==> config.mk <==
export PLATFORM = sky130hd
export DESIGN_NAME = timer_prescaler_and_trim_control
export DESIGN_NICKNAME = d
export VERILOG_FILES = /design/src/logic/timer_prescale_pkg.sv /design/src/logic/timer_prescaler_and_trim_control.sv /design/src/logic/pin_edge_sync.sv /design/src/logic/timer_clock_select.sv
export SDC_FILE = /design/constraint.sdc
export NUM_CORES = 1
export LEC_CHECK = 0
export ABC_AREA = 1
export BUFFER_PORTS_ARGS = -buffer_cell sky130_fd_sc_hd__buf_2
export CORE_ASPECT_RATIO = 1.2
export CORE_UTILIZATION = 49
export CTS_BUF_LIST = sky130_fd_sc_hd__clkbuf_8
export DETAILED_ROUTE_END_ITERATION = 16
export PLACE_DENSITY_LB_ADDON = 0.3
export SLEW_MARGIN = 15
export SYNTH_ARGS = -nofsm -noshare
export SYNTH_HDL_FRONTEND = slang
export SYNTH_HIERARCHICAL = 1
export SYNTH_SLANG_ARGS = --single-unit
==> constraint.sdc <==
create_clock -name mclk_in -period 1.6 [get_ports mclk_in]
set_clock_uncertainty 0.1 [all_clocks]
set_input_delay 0.24 -clock mclk_in [delete_from_list [all_inputs] [get_ports mclk_in]]
set_output_delay 0.24 -clock mclk_in [all_outputs]
set_load 0.02 [all_outputs]
==> src/logic/timer_prescale_pkg.sv <==
package timer_prescale_pkg;

  // Register map, byte addresses on the plain register port
  localparam logic [7:0] SFC_ADDR = 8'h30;
  localparam logic [7:0] TRIM_ADDR = 8'h31;
  localparam logic [7:0] SFC_RESET = 8'h00;
  localparam logic [7:0] TRIM_RESET = 8'h00;

  // special_function_control field positions
  localparam int SHARED_RST_BIT = 0;
  localparam int ASYNC_RST_BIT = 1;
  localparam int PULLUP_DIS_BIT = 2;
  localparam int CMP_MUX_BIT = 3;
  localparam logic [3:0] SFC_RSVD_READ = 4'h0;

  // Prescaler geometry
  localparam int PRESC_W = 10;
  localparam int DIV8_BITS = 3;
  localparam int DIV64_BITS = 6;
  localparam int DIV256_BITS = 8;
  localparam int DIV1024_BITS = 10;

  // Clock select codes of the first two timers
  localparam logic [2:0] CS_STOP = 3'h0;
  localparam logic [2:0] CS_DIV1 = 3'h1;
  localparam logic [2:0] CS_DIV8 = 3'h2;
  localparam logic [2:0] CS_DIV64 = 3'h3;
  localparam logic [2:0] CS_DIV256 = 3'h4;
  localparam logic [2:0] CS_DIV1024 = 3'h5;
  localparam logic [2:0] CS_EXT_FALL = 3'h6;
  localparam logic [2:0] CS_EXT_RISE = 3'h7;

  typedef struct packed {
    logic div1024;
    logic div256;
    logic div64;
    logic div8;
  } taps_t;

  typedef struct packed {
    logic meta;
    logic sync;
    logic prev;
  } sync_state_t;

  // A tap fires in the cycle after its low counter bits are all ones
  function automatic taps_t tap_pulses(input logic [PRESC_W-1:0] cnt);
    taps_t t;
    t.div8 = &cnt[DIV8_BITS-1:0];
    t.div64 = &cnt[DIV64_BITS-1:0];
    t.div256 = &cnt[DIV256_BITS-1:0];
    t.div1024 = &cnt[DIV1024_BITS-1:0];
    return t;
  endfunction

endpackage

==> src/logic/timer_prescaler_and_trim_control.sv <==
// Chosen here: strobed register access.
`timescale 1ns/1ps
module timer_prescaler_and_trim_control
#(
  parameter int PORT_PINS = 32
)
(
  input wire logic mclk_in,
  input wire logic rst_n_in,
  input wire logic [7:0] addr_in,
  input wire logic [7:0] wdata_in,
  input wire logic wr_in,
  input wire logic rd_in,
  output logic [7:0] rdata_out,
  input wire logic [2:0] first_timer_clksel_in,
  input wire logic [2:0] second_timer_clksel_in,
  input wire logic first_ext_count_pin_in,
  input wire logic second_ext_count_pin_in,
  input wire logic async_clock_select_in,
  input wire logic crystal_in_pin_in,
  input wire logic converter_enable_in,
  input wire logic [PORT_PINS-1:0] pullup_request_in,
  output logic first_timer_tick_out,
  output logic second_timer_tick_out,
  output timer_prescale_pkg::taps_t shared_taps_out,
  output logic third_timer_clock_source_out,
  output timer_prescale_pkg::taps_t third_taps_out,
  output logic crystal_pins_detach_out,
  output logic comparator_mux_select_out,
  output logic [PORT_PINS-1:0] pullup_enable_out,
  output logic [7:0] trim_value_out
);

  typedef struct packed {
    logic [timer_prescale_pkg::PRESC_W-1:0] shared_cnt;
    logic [timer_prescale_pkg::PRESC_W-1:0] async_cnt;
    timer_prescale_pkg::taps_t shared_taps;
    timer_prescale_pkg::taps_t async_taps;
    logic async_pending;
    logic pullup_disable_all;
    logic comparator_mux_enable;
    logic [7:0] trim_value;
    logic [7:0] rdata;
  } state_t;

  state_t st_r;
  state_t st_nxt;

  logic first_rise;
  logic first_fall;
  logic second_rise;
  logic second_fall;
  logic xtal_rise;
  logic src_tick;
  logic sfc_wr;
  logic trim_wr;
  logic shared_rst_req;
  logic async_rst_req;
  logic [7:0] sfc_read;

  ////////////////////////////////////////////////////////////////////////////
  // Pin synchronisers

  pin_edge_sync first_sync
  (
    .mclk_in(mclk_in),
    .rst_n_in(rst_n_in),
    .pin_in(first_ext_count_pin_in),
    .level_out(),
    .rise_out(first_rise),
    .fall_out(first_fall)
  );

  pin_edge_sync second_sync
  (
    .mclk_in(mclk_in),
    .rst_n_in(rst_n_in),
    .pin_in(second_ext_count_pin_in),
    .level_out(),
    .rise_out(second_rise),
    .fall_out(second_fall)
  );

  // The crystal is sampled, not used as a clock: it must run well below mclk
  pin_edge_sync xtal_sync
  (
    .mclk_in(mclk_in),
    .rst_n_in(rst_n_in),
    .pin_in(crystal_in_pin_in),
    .level_out(),
    .rise_out(xtal_rise),
    .fall_out()
  );

  ////////////////////////////////////////////////////////////////////////////
  // Register decode

  assign sfc_wr = wr_in && (addr_in == timer_prescale_pkg::SFC_ADDR);
  assign trim_wr = wr_in && (addr_in == timer_prescale_pkg::TRIM_ADDR);
  assign shared_rst_req = sfc_wr && wdata_in[timer_prescale_pkg::SHARED_RST_BIT];
  assign async_rst_req = sfc_wr && wdata_in[timer_prescale_pkg::ASYNC_RST_BIT];
  assign src_tick = async_clock_select_in ? xtal_rise : 1'b1;

  always_comb
  begin
    sfc_read = {timer_prescale_pkg::SFC_RSVD_READ,
                st_r.comparator_mux_enable,
                st_r.pullup_disable_all,
                st_r.async_pending & async_clock_select_in,
                1'b0};
  end

  ////////////////////////////////////////////////////////////////////////////
  // Next state

  always_comb
  begin
    st_nxt = st_r;
    // Shared prescaler counts every clock; a reset request wins over the count
    if (shared_rst_req)
    begin
      st_nxt.shared_cnt = '0;
      st_nxt.shared_taps = '0;
    end
    else
    begin
      st_nxt.shared_cnt = st_r.shared_cnt + 1'b1;
      st_nxt.shared_taps = timer_prescale_pkg::tap_pulses(st_r.shared_cnt);
    end
    // Third prescaler advances on its selected source
    st_nxt.async_taps = '0;
    if (async_rst_req && !async_clock_select_in)
    begin
      st_nxt.async_cnt = '0;
      st_nxt.async_pending = 1'b0;
    end
    else if (src_tick)
    begin
      if (st_r.async_pending)
      begin
        // Reset lands on the crystal tick, then the bit is released
        st_nxt.async_cnt = '0;
        st_nxt.async_pending = 1'b0;
      end
      else
      begin
        st_nxt.async_cnt = st_r.async_cnt + 1'b1;
        st_nxt.async_taps = timer_prescale_pkg::tap_pulses(st_r.async_cnt);
      end
    end
    // A new request in the completing cycle is kept, not lost
    if (async_rst_req && async_clock_select_in)
      st_nxt.async_pending = 1'b1;
    if (sfc_wr)
    begin
      st_nxt.pullup_disable_all = wdata_in[timer_prescale_pkg::PULLUP_DIS_BIT];
      st_nxt.comparator_mux_enable = wdata_in[timer_prescale_pkg::CMP_MUX_BIT];
    end
    if (trim_wr)
      st_nxt.trim_value = wdata_in;
    // Read data stands only in the cycle after the strobe
    st_nxt.rdata = 8'h00;
    if (rd_in)
    begin
      case (addr_in)
        timer_prescale_pkg::SFC_ADDR: st_nxt.rdata = sfc_read;
        timer_prescale_pkg::TRIM_ADDR: st_nxt.rdata = st_r.trim_value;
        default: st_nxt.rdata = 8'h00;
      endcase
    end
  end

  always_ff @(posedge mclk_in)
  begin
    if (!rst_n_in)
    begin
      st_r <= '0;
      st_r.pullup_disable_all <= timer_prescale_pkg::SFC_RESET[timer_prescale_pkg::PULLUP_DIS_BIT];
      st_r.comparator_mux_enable <= timer_prescale_pkg::SFC_RESET[timer_prescale_pkg::CMP_MUX_BIT];
      st_r.trim_value <= timer_prescale_pkg::TRIM_RESET;
    end
    else
      st_r <= st_nxt;
  end

  ////////////////////////////////////////////////////////////////////////////
  // Tap selection and outputs

  timer_clock_select first_sel
  (
    .clksel_in(first_timer_clksel_in),
    .taps_in(st_r.shared_taps),
    .ext_rise_in(first_rise),
    .ext_fall_in(first_fall),
    .tick_out(first_timer_tick_out)
  );

  timer_clock_select second_sel
  (
    .clksel_in(second_timer_clksel_in),
    .taps_in(st_r.shared_taps),
    .ext_rise_in(second_rise),
    .ext_fall_in(second_fall),
    .tick_out(second_timer_tick_out)
  );

  assign rdata_out = st_r.rdata;
  assign shared_taps_out = st_r.shared_taps;
  assign third_timer_clock_source_out = src_tick;
  assign third_taps_out = st_r.async_taps;
  assign crystal_pins_detach_out = async_clock_select_in;
  // Converter enabled means the mux is busy, so the dedicated pin is used
  assign comparator_mux_select_out = st_r.comparator_mux_enable & ~converter_enable_in;
  assign pullup_enable_out = st_r.pullup_disable_all ? '0 : pullup_request_in;
  assign trim_value_out = st_r.trim_value;
endmodule

==> src/logic/pin_edge_sync.sv <==
`timescale 1ns/1ps
module pin_edge_sync
(
  input wire logic mclk_in,
  input wire logic rst_n_in,
  input wire logic pin_in,
  output logic level_out,
  output logic rise_out,
  output logic fall_out
);

  timer_prescale_pkg::sync_state_t st_r;
  timer_prescale_pkg::sync_state_t st_nxt;

  always_comb
  begin
    st_nxt.meta = pin_in;
    st_nxt.sync = st_r.meta;
    st_nxt.prev = st_r.sync;
  end

  always_ff @(posedge mclk_in)
  begin
    if (!rst_n_in)
      st_r <= '0;
    else
      st_r <= st_nxt;
  end

  // Edges are only seen if the pin holds each level a full clock period
  assign level_out = st_r.sync;
  assign rise_out = st_r.sync & ~st_r.prev;
  assign fall_out = ~st_r.sync & st_r.prev;

endmodule

==> src/logic/timer_clock_select.sv <==
`timescale 1ns/1ps
module timer_clock_select
(
  input wire logic [2:0] clksel_in,
  input wire timer_prescale_pkg::taps_t taps_in,
  input wire logic ext_rise_in,
  input wire logic ext_fall_in,
  output logic tick_out
);

  always_comb
  begin
    case (clksel_in)
      timer_prescale_pkg::CS_STOP: tick_out = 1'b0;
      timer_prescale_pkg::CS_DIV1: tick_out = 1'b1;
      timer_prescale_pkg::CS_DIV8: tick_out = taps_in.div8;
      timer_prescale_pkg::CS_DIV64: tick_out = taps_in.div64;
      timer_prescale_pkg::CS_DIV256: tick_out = taps_in.div256;
      timer_prescale_pkg::CS_DIV1024: tick_out = taps_in.div1024;
      timer_prescale_pkg::CS_EXT_FALL: tick_out = ext_fall_in;
      timer_prescale_pkg::CS_EXT_RISE: tick_out = ext_rise_in;
      default: tick_out = 1'b0;
    endcase
  end

endmodule

## After elaboration in Yosys (flattened, before gate mapping)

Index checks and enable logic that the tools add are counted.

- $add $sub $neg: 2
- Equality and inequality tests: 16
- Multiplexer cells: 9
- Bitwise gates (word level): 15
- Reductions and logical operators: 22

Operators with widths:

| operator | count |
|---|---|
| 32-bit 2-to-1 mux | 1 |
| 3-bit equality test (second input constant) | 8 |
| 10-bit by 1-bit adder with 10-bit output (second input constant) | 2 |
| 10-bit AND reduction | 2 |
| 8-bit by 6-bit equality test with 1-bit output (second input constant) | 2 |
| 1-bit case mux with 8 select lines | 2 |
| 8-bit case mux with 2 select lines | 1 |
| 8-bit AND reduction | 2 |
| 3-bit by 2-bit equality test with 1-bit output (second input constant) | 4 |
| 6-bit AND reduction | 2 |
| 10-bit 2-to-1 mux | 1 |
| 1-bit NOT | 8 |
| 1-bit bitwise AND | 7 |
| 3-bit by 1-bit equality test with 1-bit output (second input constant) | 2 |
| 1-bit logical AND | 6 |
| 3-bit zero test | 2 |
| 3-bit AND reduction | 2 |
| 1-bit 2-to-1 mux | 4 |
| 2-bit OR reduction | 2 |
| 4-bit OR reduction | 1 |
| 3-bit nonzero test | 1 |
| 2-bit AND reduction | 1 |
| 1-bit zero test | 1 |

- Register bits after elaboration: 56
- Input bits: 63
- Output and inout port bits: 61
- Word-level logic and storage cells: 88

## Logic depth before layout (Yosys ltp)

- Depth in word-level cells: 6
- Mapped depth: 10
- Gate-level depth less buffers: 10

## By module

The synthesis kept the hierarchy.

Modules (own cells, without submodules):

| module | instances | cells an instance | area each (µm²) | sequential area each (µm²) |
|---|---|---|---|---|
| timer_prescaler_and_trim_control | 1 | 348 | 2,469.9 | 940.9 |
| pin_edge_sync | 3 | 13 | 100.1 | 60.1 |
| timer_clock_select | 2 | 17 | 70.1 | 0.0 |

## Least setup slack after synthesis

OpenSTA, ideal clock, no wires.

- Path kind: register to register
- Start point: register st_r[37] in the netlist's numbering
- End point: register st_r[45] in the netlist's numbering
- Arrival time: 1,088 ps
- Data required time: 1,390 ps
- Slack: 301 ps
- Cell stages (with the launch flop): 9
- Cell sequence: dfxtp_1 -> ha_1 -> inv_1 -> nor2_2 -> nand3_1 -> nor2_1 -> nand2_1 -> nand3_1 -> nor2_1

- Word-level cells in the longest chain between the ends: 1

RTL lines:

| what | line | source |
|---|---|---|
| start, declared | timer_prescaler_and_trim_control.sv:46 | `state_t st_r;` |
| start signal, assigned | timer_prescaler_and_trim_control.sv:183 | `st_r <= st_nxt;` |
| 10-bit by 1-bit adder with 10-bit output | timer_prescaler_and_trim_control.sv:127 | `st_nxt.shared_cnt = st_r.shared_cnt + 1'b1;` |

Every way passes these cells.
A chain may end at the register's enable or synchronous reset.

## Worst setup path in the final report

- Start point: register first_sync/st_r[0] in the netlist's numbering
- End point: output first_timer_tick_out

RTL lines:

| what | line | source |
|---|---|---|
| start, declared | pin_edge_sync.sv:12 | `timer_prescale_pkg::sync_state_t st_r;` |
| start signal, assigned | pin_edge_sync.sv:27 | `st_r <= st_nxt;` |
| 1-bit bitwise AND | pin_edge_sync.sv:33 | `assign fall_out = ~st_r.sync & st_r.prev;` |
| via first_fall | timer_prescaler_and_trim_control.sv:50 | `logic first_fall;` |
| 1-bit case mux with 8 select lines | timer_clock_select.sv:13 | `case (clksel_in)` |
| end, declared | timer_prescaler_and_trim_control.sv:23 | `output logic first_timer_tick_out,` |

The timed path passes the listed nets, and every way through them passes these cells.

==> results.md <==
- Worst r2r src: st_r[38]$_SDFF_PP0_
- Most frequent cells in the layout: 121 x buf_2, 79 x nand2_1, 76 x inv_1
- CTS tree: done
- DP Area: 0.003412 mm²
- Final Wtd Congestion: 0.7899
- Cell area after synthesis: ~0.0029 mm²
- Largest net degree at the start of global routing: 27
- Layout cell share with drive strength beyond 1: 31.91%
- Worst Hold Class: in -> reg
- Core ar.: 0.005668 mm²
- Initial drt markers: 131
- Final hold viol count: 0
- Synthesis Warnings: 6
- Worst r2r path cells: 7
- Clock slew seen by the registers of the worst setup and hold paths: roughly 0.080 ns
- I/O Buffers: roughly 120
- Antenna Cells: 0
- GR Overflow Total: 0
- Fin. max-slew vios: 0
- Initial core utilization: 51.21%
- Final nets: about 590
- Initial antenna violation count: 0
- IO Count: 124
- Slew headroom: 79.25%
- Most common cell after layout, fill and taps aside: buf_2
- Pwr Total: 2.656 mW
- Drt first pass iters: 4
- Minimum clock period: between 1.5 and 2 ns
- Hpwl dp: slightly above 5 mm
- Fmax: 652.1 MHz
- CTS Buf Count: 5
- Internal reg-to-reg setup slack: 0.21 ns
- Hold Path End: second_sync/st_nxt[1]$_SDFF_PN0_
- Hold path start: second_ext_count_pin_in
- Drt wl/cell: 10.67 µm
- Required @ worst endpoint: 1.26 ns
- Worst endpoint data arrival time: 1.19 ns
- CP Max Fanout: 2
- Start point of the critical path: first_sync/st_r[0]$_SDFF_PN0_
- Hold WS: 0.01455 ns
- Max VDD drop: 0.0003445 V
- CTS Hold Buffers Added: 0
- Leak: 1.827 nW
- Die width: 72.26 µm
- Crit end category: primary output
- Synthesis-to-layout area growth: 21.38%
- Final cell utilization of the core: 62.16%
- Synth Net Count: 486
- R2R Path End: shared_taps_out[3]$_SDFF_PP0_
- Site row count: 30
- CP Class: reg -> out
- Die ar.: between 0.006 and 0.007 mm²
- RSZ-0062 raised after global routing: true
- Worst-skew pair later-pin latency: 0.30 ns
- Post-route ant nets: 0
- PD cells: around 750 mW/mm²
- DR DRC count: 0
- First-pass GRT wire length: 10.12 mm
- Vias in the first global route: roughly 2400
- Total Wirelength: 6.368 mm
- Mapped Avg Cell Area: 6.928 µm²
- Via count: 2749
- CTS Root Cell: clkbuf_8
- GR Util All Layers: about a fifth
- Type of origin of the critical path: flip-flop
- Final Cycle Share: between 90% and 100%
- Max cap viols: 0
- Filler Cell Count: 522
- CTS max path bufs: 2
- Final setup viols: 0
- Worst Max-Slew Pin Slew: 0.3086 ns
- Design area: about 0.0035 mm²
- Cells on Worst Hold Path: 3
- Die Ht: 86.32 µm
- Outcome: complete, no violations
- Via density: 4.605
- Clk sink count: 56
- H-Tree Depth: 2
- Post-Syn Instances: between 400 and 500
## flip-flops by register name, indices dropped and copies added, names as in the netlist
name,flops
second_sync/level_out,1
third_taps_out,4
xtal_sync/st_r,1
rdata_out,8
st_r,21
second_sync/st_r,1
xtal_sync/st_nxt,1
sfc_read,2
second_sync/st_nxt,1
shared_taps_out,4
first_sync/st_nxt,1
first_sync/level_out,1
xtal_sync/level_out,1
first_sync/st_r,1
trim_value_out,8
## metal layers
metal	vias to the layer above	wire length (µm)	global-route usage [%]
met5	-	0	0
met4	0	78	5.882
met3	6	366	3.721
met2	109	3317	39.42
met1	1202	2605	22.68
li1	1432	-	-
## timing repair
action / 4_1_cts / 5_1_grt
setup buffers: 0 / 0
pin swaps: 0 / 0
endpoints found under the setup margin: 26 / 2
gates resized for setup: 1 / 5
## worst max-delay path, cell delays in order, from the launching register on
cell,delay (ns)
dfxtp_2,0.34
inv_1,0.04
nor2_1,0.08
inv_1,0.04
nand2_1,0.05
nand3_1,0.07
nand2_1,0.06
nand2_1,0.05
nand2_1,0.06
buf_6,0.11
## worst max-delay path by stage
stage | endpoint | slack [ns] | cells past startpoint
floorplan | st_r[45]$_SDFF_PP0_ | 0.30 | 8
global placement | st_r[46]$_SDFF_PP0_ | 0.21 | 7
detailed placement | st_r[46]$_SDFF_PP0_ | 0.18 | 7
CTS | first_timer_tick_out | 0.01 | 9
global route | first_timer_tick_out | -0.01 | 9
finish | first_timer_tick_out | 0.07 | 9
## metrics by stage
stage               std cells  setup TNS, ns  worst slack, ns
finish                    597              0          0.06639
CTS                       597              0          0.01252
detailed placement        591              0           0.1764
floorplan                 419              0           0.3013
global placement          591              0           0.2079
global route              597       -0.01361         -0.01361
## cell type report
type	count	area [µm²]	area share [%]
repair buffers	127	666.9	18.93
clock buffers	5	68.82	1.953
flip-flops and latches	56	1125	31.92
inverters	80	300.3	8.523
well taps	80	100.1	2.841
multi-input cells	248	1232	34.98
clock inverters	1	30.03	0.8523
## power by group
part	leakage [nW]	internal, mW	switching (mW)
combinational	1.32	0.143	0.217
clock	0.0501	0.450	0.418
sequential	0.455	1.41	0.0145
No activity file was read; power rests on OpenSTA's default activity.
